`config.mk`:
```
export PLATFORM = sky130hd
export DESIGN_NAME = dcbps_seq
export DESIGN_NICKNAME = d
export VERILOG_FILES = /design/src/rtl/dcbps_pkg.sv /design/src/rtl/dcbps_seq.sv /design/src/rtl/dcbps_track.sv
export SDC_FILE = /design/constraint.sdc
export NUM_CORES = 1
export LEC_CHECK = 0
export BUFFER_PORTS_ARGS = -buffer_cell sky130_fd_sc_hd__buf_2
export CORE_ASPECT_RATIO = 1.25
export CORE_MARGIN = 1
export CORE_UTILIZATION = 65
export CTS_BUF_LIST = sky130_fd_sc_hd__clkbuf_2 sky130_fd_sc_hd__clkbuf_4 sky130_fd_sc_hd__clkbuf_8
export DETAILED_ROUTE_END_ITERATION = 6
export PLACE_DENSITY = 0.88
export SLEW_MARGIN = 20
export SYNTH_ARGS = -nofsm -noshare
export SYNTH_HDL_FRONTEND = slang
export SYNTH_SLANG_ARGS = --single-unit
```
`constraint.sdc`:
```
create_clock -name clk_in -period 2.8 [get_ports clk_in]
set_input_delay 0.28 -clock clk_in [delete_from_list [all_inputs] [get_ports clk_in]]
set_output_delay 0.28 -clock clk_in [all_outputs]
set_load 0.02 [all_outputs]
```
`src/rtl/dcbps_pkg.sv`:
```
// package: constants and command encodings for the data cache bus priority sequencer
package dcbps_pkg;

    // =====================================================================
    // command kinds presented by the pipeline
    // =====================================================================
    localparam int             CMD_W       = 3;
    localparam logic [CMD_W-1:0] CMD_LOAD  = 3'h0;
    localparam logic [CMD_W-1:0] CMD_STORE = 3'h1;
    localparam logic [CMD_W-1:0] CMD_TOUCH = 3'h2;  // touch line, fills on miss
    localparam logic [CMD_W-1:0] CMD_FLUSH = 3'h3;  // flush line to memory
    localparam logic [CMD_W-1:0] CMD_STLN  = 3'h4;  // store line, keep copy
    localparam logic [CMD_W-1:0] CMD_INVAL = 3'h5;  // invalidate / congruence clear
    localparam logic [CMD_W-1:0] CMD_ZERO  = 3'h6;  // zero line

    // =====================================================================
    // bus trackers: index, outstanding limit, request spacing in cycles
    // =====================================================================
    localparam int NTRK      = 4;
    localparam int TRK_FILL  = 0;
    localparam int TRK_FLUSH = 1;
    localparam int TRK_STORE = 2;
    localparam int TRK_LOAD  = 3;
    localparam int CNT_W     = 2;
    localparam int GAP_W     = 3;
    localparam int TRK_LIMIT [0:NTRK-1] = '{2, 2, 3, 1};
    localparam int TRK_GAP   [0:NTRK-1] = '{1, 1, 2, 4};

    // =====================================================================
    // fill buffer to array transfer, in clock cycles
    // =====================================================================
    localparam int               WR_W         = 3;
    localparam logic [WR_W-1:0]  WR_CYC_CLEAN = 3'h3;
    localparam logic [WR_W-1:0]  WR_CYC_DIRTY = 3'h4;
    localparam int               FIFO_D       = 2;

    // array write sequencer states, one-hot
    typedef enum logic [1:0] {
        WR_IDLE = 2'h1,
        WR_BUSY = 2'h2
    } dcbps_wr_t;

endpackage

```
`src/rtl/dcbps_seq.sv`:
```
// module: data cache unit command acceptance, bus limits and urgency toward the system bus
`timescale 1ns/100ps
`default_nettype none

// Summary of operation
// [RULE_01] urgency rises when the data cache is requesting the bus while a presented command is held off.
// [RULE_02] urgency only has meaning while a bus request is active, the bus side ignores it otherwise.
// [RULE_03] a load waiting on external data keeps urgency high for its whole request.
// [RULE_04] a store on the bus starts with urgency low and raises it once a following command is refused.
// [RULE_05] a flush on the bus raises urgency when the next command is a non-cacheable load or needs a flush.
// [RULE_06] the arbiter treats high urgency as a demand for immediate service.
// [RULE_07] fills, flushes, word accesses and hits run at the same time without serialising each other.
// [RULE_08] commands other than loads and stores wait until all earlier bus work has finished.
// [RULE_09] hitting loads and stores are taken one per cycle.
// [RULE_10] non-cacheable loads are issued no closer than four cycles apart.
// [RULE_11] non-cacheable stores are issued every other cycle at best, with at most three outstanding.
// [RULE_12] a load, store or touch miss starts a line fill, with at most two fills outstanding.
// [RULE_13] held commands wait for the first fill to finish and fills finish in bus order.
// [RULE_14] a flush is raised for a fill that evicts a dirty line or for a flush-line command.
// [RULE_15] with two flushes pending new commands stall until the first ends and the second has begun.
// [RULE_16] writing a fill buffer into the arrays takes three cycles, four for a dirty victim, and stalls commands.
// [RULE_17] urgency is low whenever no bus request is outstanding.
module dcbps_seq (
    input  wire logic                          clk_in,
    input  wire logic                          rst_n_in,
    // pipeline command
    input  wire logic                          cmd_valid_in,
    input  wire logic [dcbps_pkg::CMD_W-1:0]   cmd_kind_in,
    input  wire logic                          cmd_hit_in,
    input  wire logic                          cmd_noncache_in,
    input  wire logic                          cmd_dirty_in,
    output logic                               cmd_ready_out,
    // system bus line fill
    output logic                               fill_req_out,
    input  wire logic                          fill_ack_in,
    input  wire logic                          fill_done_in,
    // system bus line flush
    output logic                               flush_req_out,
    input  wire logic                          flush_ack_in,
    input  wire logic                          flush_done_in,
    // system bus single word store
    output logic                               wstore_req_out,
    input  wire logic                          wstore_ack_in,
    input  wire logic                          wstore_done_in,
    // system bus single word load
    output logic                               wload_req_out,
    input  wire logic                          wload_ack_in,
    input  wire logic                          wload_done_in,
    // urgency toward the arbiter
    output logic                               bus_urgent_out
);

    // ====================
    // reset release through two flops
    // ====================
    logic rst_meta;
    logic rst_n;

    always_ff @(posedge clk_in or negedge rst_n_in) begin
        if (!rst_n_in) begin
            rst_meta <= 1'b0;
            rst_n    <= 1'b0;
        end else begin
            rst_meta <= 1'b1;
            rst_n    <= rst_meta;
        end
    end

    // ====================
    // bus trackers
    // ====================
    logic [dcbps_pkg::NTRK-1:0] trk_push;
    logic [dcbps_pkg::NTRK-1:0] trk_ack;
    logic [dcbps_pkg::NTRK-1:0] trk_done;
    logic [dcbps_pkg::NTRK-1:0] trk_nreq;
    logic [dcbps_pkg::NTRK-1:0] trk_req;
    logic [dcbps_pkg::NTRK-1:0] trk_full;
    logic [dcbps_pkg::NTRK-1:0] trk_busy;
    logic [dcbps_pkg::NTRK-1:0] trk_pend;

    assign trk_ack  = {wload_ack_in, wstore_ack_in, flush_ack_in, fill_ack_in};
    assign trk_done = {wload_done_in, wstore_done_in, flush_done_in, fill_done_in};

    // one tracker per class keeps them independent so they overlap freely
    for (genvar i = 0; i < dcbps_pkg::NTRK; i++) begin : g_trk
        dcbps_track #(
            .LIMIT (dcbps_pkg::TRK_LIMIT[i]),       // RULE_11
            .GAP   (dcbps_pkg::TRK_GAP[i])          // RULE_10
        ) u_trk (
            .clk_in   (clk_in),
            .rst_n_in (rst_n),
            .push_in  (trk_push[i]),
            .ack_in   (trk_ack[i]),
            .done_in  (trk_done[i]),
            .req_next_out (trk_nreq[i]),
            .req_out  (trk_req[i]),
            .full_out (trk_full[i]),
            .busy_out (trk_busy[i]),
            .pend_out (trk_pend[i])
        );
    end

    assign fill_req_out   = trk_req[dcbps_pkg::TRK_FILL];
    assign flush_req_out  = trk_req[dcbps_pkg::TRK_FLUSH];
    assign wstore_req_out = trk_req[dcbps_pkg::TRK_STORE];
    assign wload_req_out  = trk_req[dcbps_pkg::TRK_LOAD];

    // ====================
    // command classification
    // ====================
    function automatic logic is_ldst(input logic [dcbps_pkg::CMD_W-1:0] k);
        is_ldst = (k == dcbps_pkg::CMD_LOAD) || (k == dcbps_pkg::CMD_STORE);
    endfunction
    function automatic logic needs_flush(input logic [dcbps_pkg::CMD_W-1:0] k, input logic dirty);
        needs_flush = (k == dcbps_pkg::CMD_FLUSH) || ((k == dcbps_pkg::CMD_STLN) && dirty);
    endfunction

    logic c_ldst;
    logic c_fill;
    logic c_flush;
    logic c_wload;
    logic c_wstore;

    // cacheable load, store and touch misses fill; non-cacheable loads and stores go word by word
    always_comb begin
        c_ldst   = is_ldst(cmd_kind_in);
        c_wload  = (cmd_kind_in == dcbps_pkg::CMD_LOAD) && cmd_noncache_in;
        c_wstore = (cmd_kind_in == dcbps_pkg::CMD_STORE) && cmd_noncache_in;
        c_fill   = !cmd_hit_in && !cmd_noncache_in
                   && (c_ldst || cmd_kind_in == dcbps_pkg::CMD_TOUCH);    // RULE_12
        c_flush  = needs_flush(cmd_kind_in, cmd_dirty_in)
                   || (c_fill && cmd_dirty_in);                           // RULE_14
    end

    // ====================
    // fill order record: dirty victim and load flag per outstanding fill
    // ====================
    logic [dcbps_pkg::FIFO_D-1:0] fifo_vld;
    logic [dcbps_pkg::FIFO_D-1:0] fifo_dirty;
    logic [dcbps_pkg::FIFO_D-1:0] fifo_load;
    logic [dcbps_pkg::FIFO_D-1:0] next_fifo_vld;
    logic [dcbps_pkg::FIFO_D-1:0] next_fifo_dirty;
    logic [dcbps_pkg::FIFO_D-1:0] next_fifo_load;

    // the bus returns fills in accept order, so the head always matches the finishing fill
    always_comb begin
        next_fifo_vld   = fifo_vld;
        next_fifo_dirty = fifo_dirty;
        next_fifo_load  = fifo_load;
        if (fill_done_in) begin                                           // RULE_13
            next_fifo_vld   = {1'b0, fifo_vld[1]};
            next_fifo_dirty = {1'b0, fifo_dirty[1]};
            next_fifo_load  = {1'b0, fifo_load[1]};
        end
        if (trk_push[dcbps_pkg::TRK_FILL]) begin
            if (!next_fifo_vld[0]) begin
                next_fifo_vld[0]   = 1'b1;
                next_fifo_dirty[0] = cmd_dirty_in;
                next_fifo_load[0]  = cmd_kind_in == dcbps_pkg::CMD_LOAD;
            end else begin
                next_fifo_vld[1]   = 1'b1;
                next_fifo_dirty[1] = cmd_dirty_in;
                next_fifo_load[1]  = cmd_kind_in == dcbps_pkg::CMD_LOAD;
            end
        end
    end

    always_ff @(posedge clk_in or negedge rst_n) begin
        if (!rst_n) begin
            fifo_vld   <= '0;
            fifo_dirty <= '0;
            fifo_load  <= '0;
        end else begin
            fifo_vld   <= next_fifo_vld;
            fifo_dirty <= next_fifo_dirty;
            fifo_load  <= next_fifo_load;
        end
    end

    // ====================
    // fill buffer to array write sequencer
    // ====================
    dcbps_pkg::dcbps_wr_t       wr_state;
    dcbps_pkg::dcbps_wr_t       next_wr_state;
    logic [dcbps_pkg::WR_W-1:0] wr_cnt;
    logic [dcbps_pkg::WR_W-1:0] next_wr_cnt;

    // busy for exactly the transfer length, starting the cycle after the fill ends
    always_comb begin
        next_wr_state = wr_state;
        next_wr_cnt   = wr_cnt;
        unique case (wr_state)
            dcbps_pkg::WR_IDLE: begin
                if (fill_done_in) begin
                    next_wr_state = dcbps_pkg::WR_BUSY;
                    next_wr_cnt   = (fifo_dirty[0] ? dcbps_pkg::WR_CYC_DIRTY
                                                   : dcbps_pkg::WR_CYC_CLEAN) - 1'b1;   // RULE_16
                end
            end
            dcbps_pkg::WR_BUSY: begin
                if (wr_cnt == '0) begin
                    next_wr_state = dcbps_pkg::WR_IDLE;
                end else begin
                    next_wr_cnt = wr_cnt - 1'b1;
                end
            end
            default: begin
                next_wr_state = dcbps_pkg::WR_IDLE;
            end
        endcase
    end

    always_ff @(posedge clk_in or negedge rst_n) begin
        if (!rst_n) begin
            wr_state <= dcbps_pkg::WR_IDLE;
            wr_cnt   <= '0;
        end else begin
            wr_state <= next_wr_state;
            wr_cnt   <= next_wr_cnt;
        end
    end

    // ====================
    // flush hold: once two are pending, stay stalled until the second has begun
    // ====================
    logic flush_hold;
    logic next_flush_hold;
    always_comb begin
        next_flush_hold = flush_hold;
        if (trk_full[dcbps_pkg::TRK_FLUSH]) begin
            next_flush_hold = 1'b1;
        end else if (!trk_pend[dcbps_pkg::TRK_FLUSH]) begin
            next_flush_hold = 1'b0;
        end
    end

    always_ff @(posedge clk_in or negedge rst_n) begin
        if (!rst_n) begin
            flush_hold <= 1'b0;
        end else begin
            flush_hold <= next_flush_hold;
        end
    end

    // ====================
    // acceptance
    // ====================
    logic stall;
    logic take;

    // the array write and the flush limit hold off every command, open bus work any non-load/store; other limits only commands that touch them
    always_comb begin
        stall = (wr_state == dcbps_pkg::WR_BUSY);                          // RULE_16
        stall = stall || trk_full[dcbps_pkg::TRK_FLUSH]
                      || (flush_hold && trk_pend[dcbps_pkg::TRK_FLUSH]);  // RULE_15
        stall = stall || (!c_ldst && (|trk_busy));                         // RULE_08
        stall = stall || (c_fill && trk_full[dcbps_pkg::TRK_FILL]);        // RULE_12 RULE_13
        stall = stall || (c_wstore && trk_full[dcbps_pkg::TRK_STORE]);     // RULE_11
        stall = stall || (c_wload && trk_full[dcbps_pkg::TRK_LOAD]);       // RULE_10
        take  = cmd_valid_in && !stall;                                    // RULE_09 RULE_07
        trk_push[dcbps_pkg::TRK_FILL]  = take && c_fill;
        trk_push[dcbps_pkg::TRK_FLUSH] = take && c_flush;                  // RULE_14
        trk_push[dcbps_pkg::TRK_STORE] = take && c_wstore;
        trk_push[dcbps_pkg::TRK_LOAD]  = take && c_wload;
    end

    // ready is a decision on the command in hand, so it cannot be a registered guess
    assign cmd_ready_out = !stall;

    // ====================
    // urgency, from next request levels so the flag never lags or outlives a request
    // ====================
    logic next_urgent;
    logic any_req;
    logic load_wait;
    logic flush_push;

    always_comb begin
        any_req     = |trk_nreq;
        load_wait   = trk_nreq[dcbps_pkg::TRK_LOAD]
                      || (|(next_fifo_vld & next_fifo_load));              // RULE_03
        flush_push  = trk_busy[dcbps_pkg::TRK_FLUSH] && cmd_valid_in
                      && (c_wload || c_flush);                             // RULE_05
        next_urgent = load_wait || (cmd_valid_in && stall) || flush_push;  // RULE_01 RULE_04
        next_urgent = next_urgent && any_req;                              // RULE_02 RULE_17
    end

    always_ff @(posedge clk_in or negedge rst_n) begin
        if (!rst_n) begin
            bus_urgent_out <= 1'b0;
        end else begin
            bus_urgent_out <= next_urgent;
        end
    end

endmodule

`default_nettype wire

```
`src/rtl/dcbps_track.sv`:
```
// module: outstanding-operation tracker for one class of bus request
`timescale 1ns/100ps
`default_nettype none

module dcbps_track #(
    parameter int LIMIT = 2,
    parameter int GAP   = 1
) (
    input  wire logic clk_in,
    input  wire logic rst_n_in,
    input  wire logic push_in,
    input  wire logic ack_in,
    input  wire logic done_in,
    output logic      req_next_out,
    output logic      req_out,
    output logic      full_out,
    output logic      busy_out,
    output logic      pend_out
);

    logic [dcbps_pkg::CNT_W-1:0] total;
    logic [dcbps_pkg::CNT_W-1:0] pend;
    logic [dcbps_pkg::GAP_W-1:0] gap;
    logic [dcbps_pkg::CNT_W-1:0] next_total;
    logic [dcbps_pkg::CNT_W-1:0] next_pend;
    logic [dcbps_pkg::GAP_W-1:0] next_gap;

    // ====================
    // counts: total in flight, not yet accepted by the bus, spacing gap
    // ====================
    always_comb begin
        next_total = total;
        next_pend  = pend;
        next_gap   = gap;
        if (push_in && !done_in) begin
            next_total = total + 1'b1;
        end else if (!push_in && done_in && total != '0) begin
            next_total = total - 1'b1;
        end
        if (push_in && !ack_in) begin
            next_pend = pend + 1'b1;
        end else if (!push_in && ack_in && pend != '0) begin
            next_pend = pend - 1'b1;
        end
        // request held low for GAP-1 cycles after an accept so that issue rate is bounded
        if (ack_in) begin
            next_gap = dcbps_pkg::GAP_W'(GAP - 1);
        end else if (gap != '0) begin
            next_gap = gap - 1'b1;
        end
    end

    // request level one cycle ahead, so urgency can be registered beside it
    assign req_next_out = (next_pend != '0) && (next_gap == '0);

    // registered state and outputs, all taken from next values
    always_ff @(posedge clk_in or negedge rst_n_in) begin
        if (!rst_n_in) begin
            total    <= '0;
            pend     <= '0;
            gap      <= '0;
            req_out  <= 1'b0;
            full_out <= 1'b0;
            busy_out <= 1'b0;
            pend_out <= 1'b0;
        end else begin
            total    <= next_total;
            pend     <= next_pend;
            gap      <= next_gap;
            req_out  <= req_next_out;
            full_out <= next_total == dcbps_pkg::CNT_W'(LIMIT);
            busy_out <= next_total != '0;
            pend_out <= next_pend != '0;
        end
    end

endmodule

`default_nettype wire

```
Word-level counts from Yosys, hierarchy flattened
Cells that the tools add are included.

Register bits: 56. Input port bits: 17. Output and inout bits: 6. Logic and storage cells: 225.

Add/subtract/negate cells: 22. Equal/unequal tests: 14. Mux-type cells: 44. Bitwise logic cells: 1. Reductions and logical operators: 110.

Operator list (count): 1-bit logical AND (48); 2-bit two-way mux (24); 2-bit nonzero test (17); 3-bit two-way mux (11); 3-bit zero test (6); 3-bit by 1-bit subtractor with 3-bit output (second input constant) (6); 2-bit by 1-bit adder with 2-bit output (second input constant) (8); 1-bit zero test (16); 2-bit by 1-bit subtractor with 2-bit output (second input constant) (8); 1-bit logical OR (14); 3-bit nonzero test (4); 2-bit == test (second input constant) (4); 4-bit OR reduction (2); 1-bit two-way mux (7); 3-bit by 2-bit == test with 1-bit output (second input constant) (2); 2-bit != test (second input constant) (3); 3-bit one-hot mux with 2 select lines (1); 2-bit by 1-bit == test with 1-bit output (second input constant) (2); 2-bit one-hot mux with 2 select lines (1); 3-bit by 1-bit == test with 1-bit output (second input constant) (1); 3-bit == test (second input constant) (1); 3-bit AND reduction (1); 2-bit AND (1); 2-bit by 1-bit != test with 1-bit output (second input constant) (1); 2 further kinds (2).

Depth between registers and ports, before layout
Word-level depth: 22. Mapped depth: 9. Depth with buffers taken out: 9.

By module
From an unflattened synthesis, not the netlist that was laid out.

Cells, all modules: 318. Area, all modules: 3345.7 um2.

Modules (own cells, without submodules): dcbps_seq (times used 1, cells an instance 85, area an instance 840.8 um2, seq. area each 376.6 um2); dcbps_track at g_trk[0].u_trk (times used 1, cells an instance 59, area an instance 639.4 um2, seq. area each 275.3 um2); dcbps_track at g_trk[3].u_trk (times used 1, cells an instance 57, area an instance 636.9 um2, seq. area each 275.3 um2); dcbps_track at g_trk[1].u_trk (times used 1, cells an instance 59, area an instance 626.9 um2, seq. area each 275.3 um2); dcbps_track at g_trk[2].u_trk (times used 1, cells an instance 58, area an instance 601.8 um2, seq. area each 275.3 um2).

Worst setup path before layout
No wires, ideal clock.

Path kind: register to register. Start: reg wr_state[0]. End: reg bus_urgent_out. Setup time: 0.129 ns. Arrival time: 2.276 ns. Data required time: 2.671 ns. Slack: 0.395 ns. Cell stages (with the launch flop): 8. Path buffers: 1. Period minus slack after synthesis: 2.405 ns. Cells stage by stage: dfstp_2 > nor2b_1 > clkbuf_1 > a2111oi_4 > a31oi_1 > or3_1 > a31o_1 > o41a_1.

Elaborated cells between the ends (all ways): 55. Classes of those cells: 1 x eq/ne; 10 x mux; 1 x bitwise; 43 x reduce/logical.

RTL lines: start, declared (RTL line dcbps_seq.sv:183) `dcbps_pkg::dcbps_wr_t wr_state;`; start signal, assigned (RTL line dcbps_seq.sv:215) `wr_state <= dcbps_pkg::WR_IDLE;`; start signal, assigned (RTL line dcbps_seq.sv:218) `wr_state <= next_wr_state;`; 2-bit == test (*) (RTL line dcbps_seq.sv:253) `stall = (wr_state == dcbps_pkg::WR_BUSY);`; 1-bit logical OR (*) (RTL line dcbps_seq.sv:254) `stall = stall || trk_full[dcbps_pkg::TRK_FLUSH]`; 1-bit logical OR (*) (RTL line dcbps_seq.sv:255) `|| (flush_hold && trk_pend[dcbps_pkg::TRK_FLUSH]);`; 1-bit logical OR (*) (RTL line dcbps_seq.sv:256) `stall = stall || (!c_ldst && (|trk_busy));`; 1-bit logical OR (*) (RTL line dcbps_seq.sv:257) `stall = stall || (c_fill && trk_full[dcbps_pkg::TRK_FILL]);`; 1-bit logical OR (*) (RTL line dcbps_seq.sv:258) `stall = stall || (c_wstore && trk_full[dcbps_pkg::TRK_STORE]);`; 1-bit logical OR (*) (RTL line dcbps_seq.sv:259) `stall = stall || (c_wload && trk_full[dcbps_pkg::TRK_LOAD]);`; 1-bit zero test (*) (RTL line dcbps_seq.sv:260) `take = cmd_valid_in && !stall;`; [... 5 more ...]; 2-bit two-way mux (RTL line dcbps_track.sv:42) `end else if (!push_in && ack_in && pend != '0) begin`; 2-bit two-way mux (*) (RTL line dcbps_track.sv:40) `if (push_in && !ack_in) begin`; 2-bit nonzero test (*) (RTL line dcbps_track.sv:54) `assign req_next_out = (next_pend != '0) && (next_gap == '0);`; 1-bit logical AND (*) (RTL line dcbps_track.sv:54); named net g_trk[1].u_trk.req_next_out (RTL line dcbps_track.sv:14) `output logic req_next_out,`; 4-bit OR reduction (*) (RTL line dcbps_seq.sv:279) `any_req = |trk_nreq;`; 1-bit logical AND (*) (RTL line dcbps_seq.sv:285) `next_urgent = next_urgent && any_req;`; named net next_urgent (RTL line dcbps_seq.sv:273) `logic next_urgent;`; end signal, assigned (RTL line dcbps_seq.sv:292) `bus_urgent_out <= next_urgent;`; end, declared (RTL line dcbps_seq.sv:50) `output logic bus_urgent_out`.

The timed path passes the listed nets; every way through them passes the cells marked *. A chain may end at the register's enable or synchronous reset.

Worst setup path in the final report
Start: reg wr_state[0]. End: reg bus_urgent_out.

Elaborated cells between the ends (all ways): 55. Classes of those cells: 1 x eq/ne; 10 x mux; 1 x bitwise; 43 x reduce/logical.

RTL lines (RTL line): 2-bit == test (*) (dcbps_seq.sv:253); 1-bit logical OR (*) (dcbps_seq.sv:254); 1-bit logical OR (*) (dcbps_seq.sv:255); 1-bit logical OR (*) (dcbps_seq.sv:256); 1-bit logical OR (*) (dcbps_seq.sv:257); 1-bit logical OR (*) (dcbps_seq.sv:258); 1-bit logical OR (*) (dcbps_seq.sv:259); 1-bit zero test (*) (dcbps_seq.sv:260); [... 5 more ...]; 2-bit two-way mux (dcbps_track.sv:42); 2-bit two-way mux (*) (dcbps_track.sv:40); 2-bit nonzero test (*) (dcbps_track.sv:54); 1-bit logical AND (*) (dcbps_track.sv:54); named net g_trk[0].u_trk.req_next_out (dcbps_track.sv:14); 4-bit OR reduction (*) (dcbps_seq.sv:279); 1-bit logical AND (*) (dcbps_seq.sv:285); named net next_urgent (dcbps_seq.sv:273).

Marked as above.

==> flow_metrics.py <==
metrics = {
    "clocking": {
        "cts_made_buffers": 5,
        "ctsHoldBuffers": 1,
        "cts_resized": 0,
        "clkSlewWorstSetupHoldPaths_ps": 100,
        "clkSinkCount": 56,
        "cts_tree": "yes",
        "htree_levels": 2,
        "clock-root-buffer": "clkbuf_8",
        "cts_buffer_depth": 2,
        "clk_latency_ps": 310,
        "post-cts-setup-buffers": 0,
    },
    "die": {
        "initial_core_util_pct": 67.4,
        "rows": 28,
        "die_area_sq_mm": 0.00515,
        "core-area_sq_mm": 0.00469,
        "die_y_microns": 80.0,
        "io_pins": 23,
        "die_w_microns": 64.4,
    },
    "synthesis": {
        "synth_commonest_cells": "dfrtp_1 (55), inv_1 (39), nor2_1 (28), a21oi_1 (21), ha_1 (19)",
        "synth_flop_cell": "dfrtp_1",
        "synth.most_common_cell": "dfrtp_1",
        "synth-seq-cells": 56,
        "synth_cells": 324,
        "synth-edff-count": 0,
        "synth-warning-count": 0,
        "async_flop_share_pct": 100,
        "synthesis.nets": 360,
        "ys_seq_area_share_pct": 44.4,
        "avgSynthCellArea_sq_um": 9.76,
        "netlist_top_cells_area": "dfrtp_1 (44%), ha_1 (7.5%), inv_1 (4.6%)",
        "synth_area_sq_mm": 0.00316,
        "synth_top_area_cell": "dfrtp_1",
        "yosysTopAreaCellShare_pct": 43.5,
        "synth_cell_types": 55,
    },
    "global_route": {
        "antenna_found_initial": 0,
        "grt.overflow.total": 0,
        "grt_start_max_net_pins": 29,
        "grt_usage_pct": 25.9,
        "first_global_vias": 2335,
        "grt_pass1_wl_microns": 10200,
    },
    "layout": {
        "final_area_sq_mm": 0.00348,
        "syn_to_final_growth_pct": 9.93,
        "drive_gt1_share_pct": 15.5,
        "diodes": 0,
        "fin_cells": 414,
        "layout.nets": 389,
        "fillCellCount": 350,
    },
    "sta": {
        "rsz0062_at_grt": "no",
        "max_freq_mhz": 422,
        "period_needed_ps": 2370,
        "whs_ps": 201,
        "setup_slack_ps": 430,
        "setup_viol": 0,
        "worst_pin_slew_ps": 657,
        "skew_ps": 10.8,
        "slew_headroom_pct": 55.8,
        "slew_violations": 0,
        "tns_ps": 0,
        "hold_viol": 0,
        "timing.final.crit_share_pct": 84.7,
    },
    "power_and_ir_drop": {
        "power_density_mw_per_mm2": 995,
        "p_leak_nw": 1.70,
        "vdd_drop_max_mv": 0.649,
    },
    "worst_setup_path": {
        "start_kind": "flop",
        "cp.arrival_ps": 2560,
        "cp.required_ps": 2990,
        "crit_path_max_fanout": 8,
        "crit_type": "reg -> reg",
        "endpoint_kind": "flop",
    },
    "status": {
        "status": "finished clean",
    },
    "placement": {
        "hpwl_microns": 4590,
        "placed_area_sq_mm": 0.00337,
        "preCtsSetupSlack_ps": 243,
        "dp.cells": 405,
        "portBuffers": 22,
        "gp_congestion": 0.830,
    },
    "detailed_routing": {
        "drt-initial-drc-count": 209,
        "postRouteAntennaNets": 0,
        "routed_wl_microns": 6110,
        "num_vias": 2467,
        "via_per_inst": 5.96,
        "avgRoutedWirePerCell_microns": 14.8,
        "drc": 0,
        "first_pass_iters": 4,
    },
    "flow_run": {
        "max-cap-violations": 0,
    },
    "worst_hold_path": {
        "min_path_type": "in -> reg",
    },
}
## cells by family (layout without fill, tap and decap cells)
family          Yosys count  in the layout  share of synthesized area, %
simple gates             94             94                          15.2
compound gates           75             75                          17.2
flops                    56             56                          44.4
buf+inv                  47             77                          5.66
fa+ha+maj                19             19                          7.52
mux                      18             18                          6.09
xor+xnor                 14             14                          3.88
other cells               1              1                         0.119
## registers in the layout, indices dropped and copies added (netlist names)
signal                cells
rst_meta                  1
flush_hold                1
g_trk.u_trk.pend          8
g_trk.u_trk.pend_out      1
g_trk.u_trk.req_out       4
bus_urgent_out            1
wr_cnt                    3
fifo_vld                  2
g_trk.u_trk.total         8
g_trk.u_trk.busy_out      4
wr_state                  2
fifo_dirty                2
fifo_load                 2
rst_n                     1
g_trk.u_trk.full_out      4
g_trk.u_trk.gap          12
## placed cells by master, fill, tap and decap left out, drive strengths merged, types with 9 or more instances in the layout
master / count
buf: 29
ha: 19
xnor2: 11
o21ai: 12
mux2i: 11
dfrtp: 55
nor2: 28
nand2: 16
inv: 39
nand2b: 9
a21oi: 21
## worst max-delay path, cell delays in order (launching register included)
cell	delay (ps)
dfstp_2	540
nor2b_1	40
buf_4	160
a211oi_1	400
a21oi_1	230
mux2_2	330
o2111a_1	130
o41a_1	420
## path summary, 6_finish.rpt
kind / from / endpoint / slack, ps / depth (start not counted)
worst max register to register: wr_state[0]$_DFFE_PN1P_ / bus_urgent_out$_DFF_PN0_ / 430 / 7
min in group asynchronous: rst_n$_DFF_PN0_ / g_trk[1].u_trk.busy_out$_DFF_PN0_ / 260 / 0
worst min-delay path: wstore_ack_in / g_trk[2].u_trk.gap[2]$_DFF_PN0_ / 200 / 2
max in group asynchronous: rst_n$_DFF_PN0_ / bus_urgent_out$_DFF_PN0_ / 1770 / 1
worst max-delay path: wr_state[0]$_DFFE_PN1P_ / bus_urgent_out$_DFF_PN0_ / 430 / 7
worst min register to register: rst_n$_DFF_PN0_ / g_trk[1].u_trk.busy_out$_DFF_PN0_ / 260 / 0
## routing by layer
metal  part of all wire, %  wire, microns  GRT usage (%)
met4                   1.8            110           10.2
met2                    52           3200           45.4
met3                   3.7            226           4.29
met5                     0              0              0
met1                    42           2570           31.4
## per-stage QoR
stage	util, %	total power [mW]
CTS	74.0	3.47
floorplan	-	2.59
global route	74.0	3.74
detailed placement	71.7	2.99
finish	74.0	3.46
global placement	71.7	2.90
## where the power goes
part	internal, mW	switching, mW
Sequential	1.13	0.213
Clock	0.211	0.254
Combinational	0.742	0.911
Total	2.08	1.38
## cell type report
cell class	count	area [sq um]	share of cell area (%)
Clock buffer	7	90.1	2.59
Tap cell	60	75.1	2.16
Inverter	39	146	4.21
Multi-Input combinational cell	221	1580	45.5
Timing Repair Buffer	30	173	4.97
Clock inverter	1	7.51	0.216
Sequential cell	56	1400	40.4
Power figures use the tool's default switching activity.
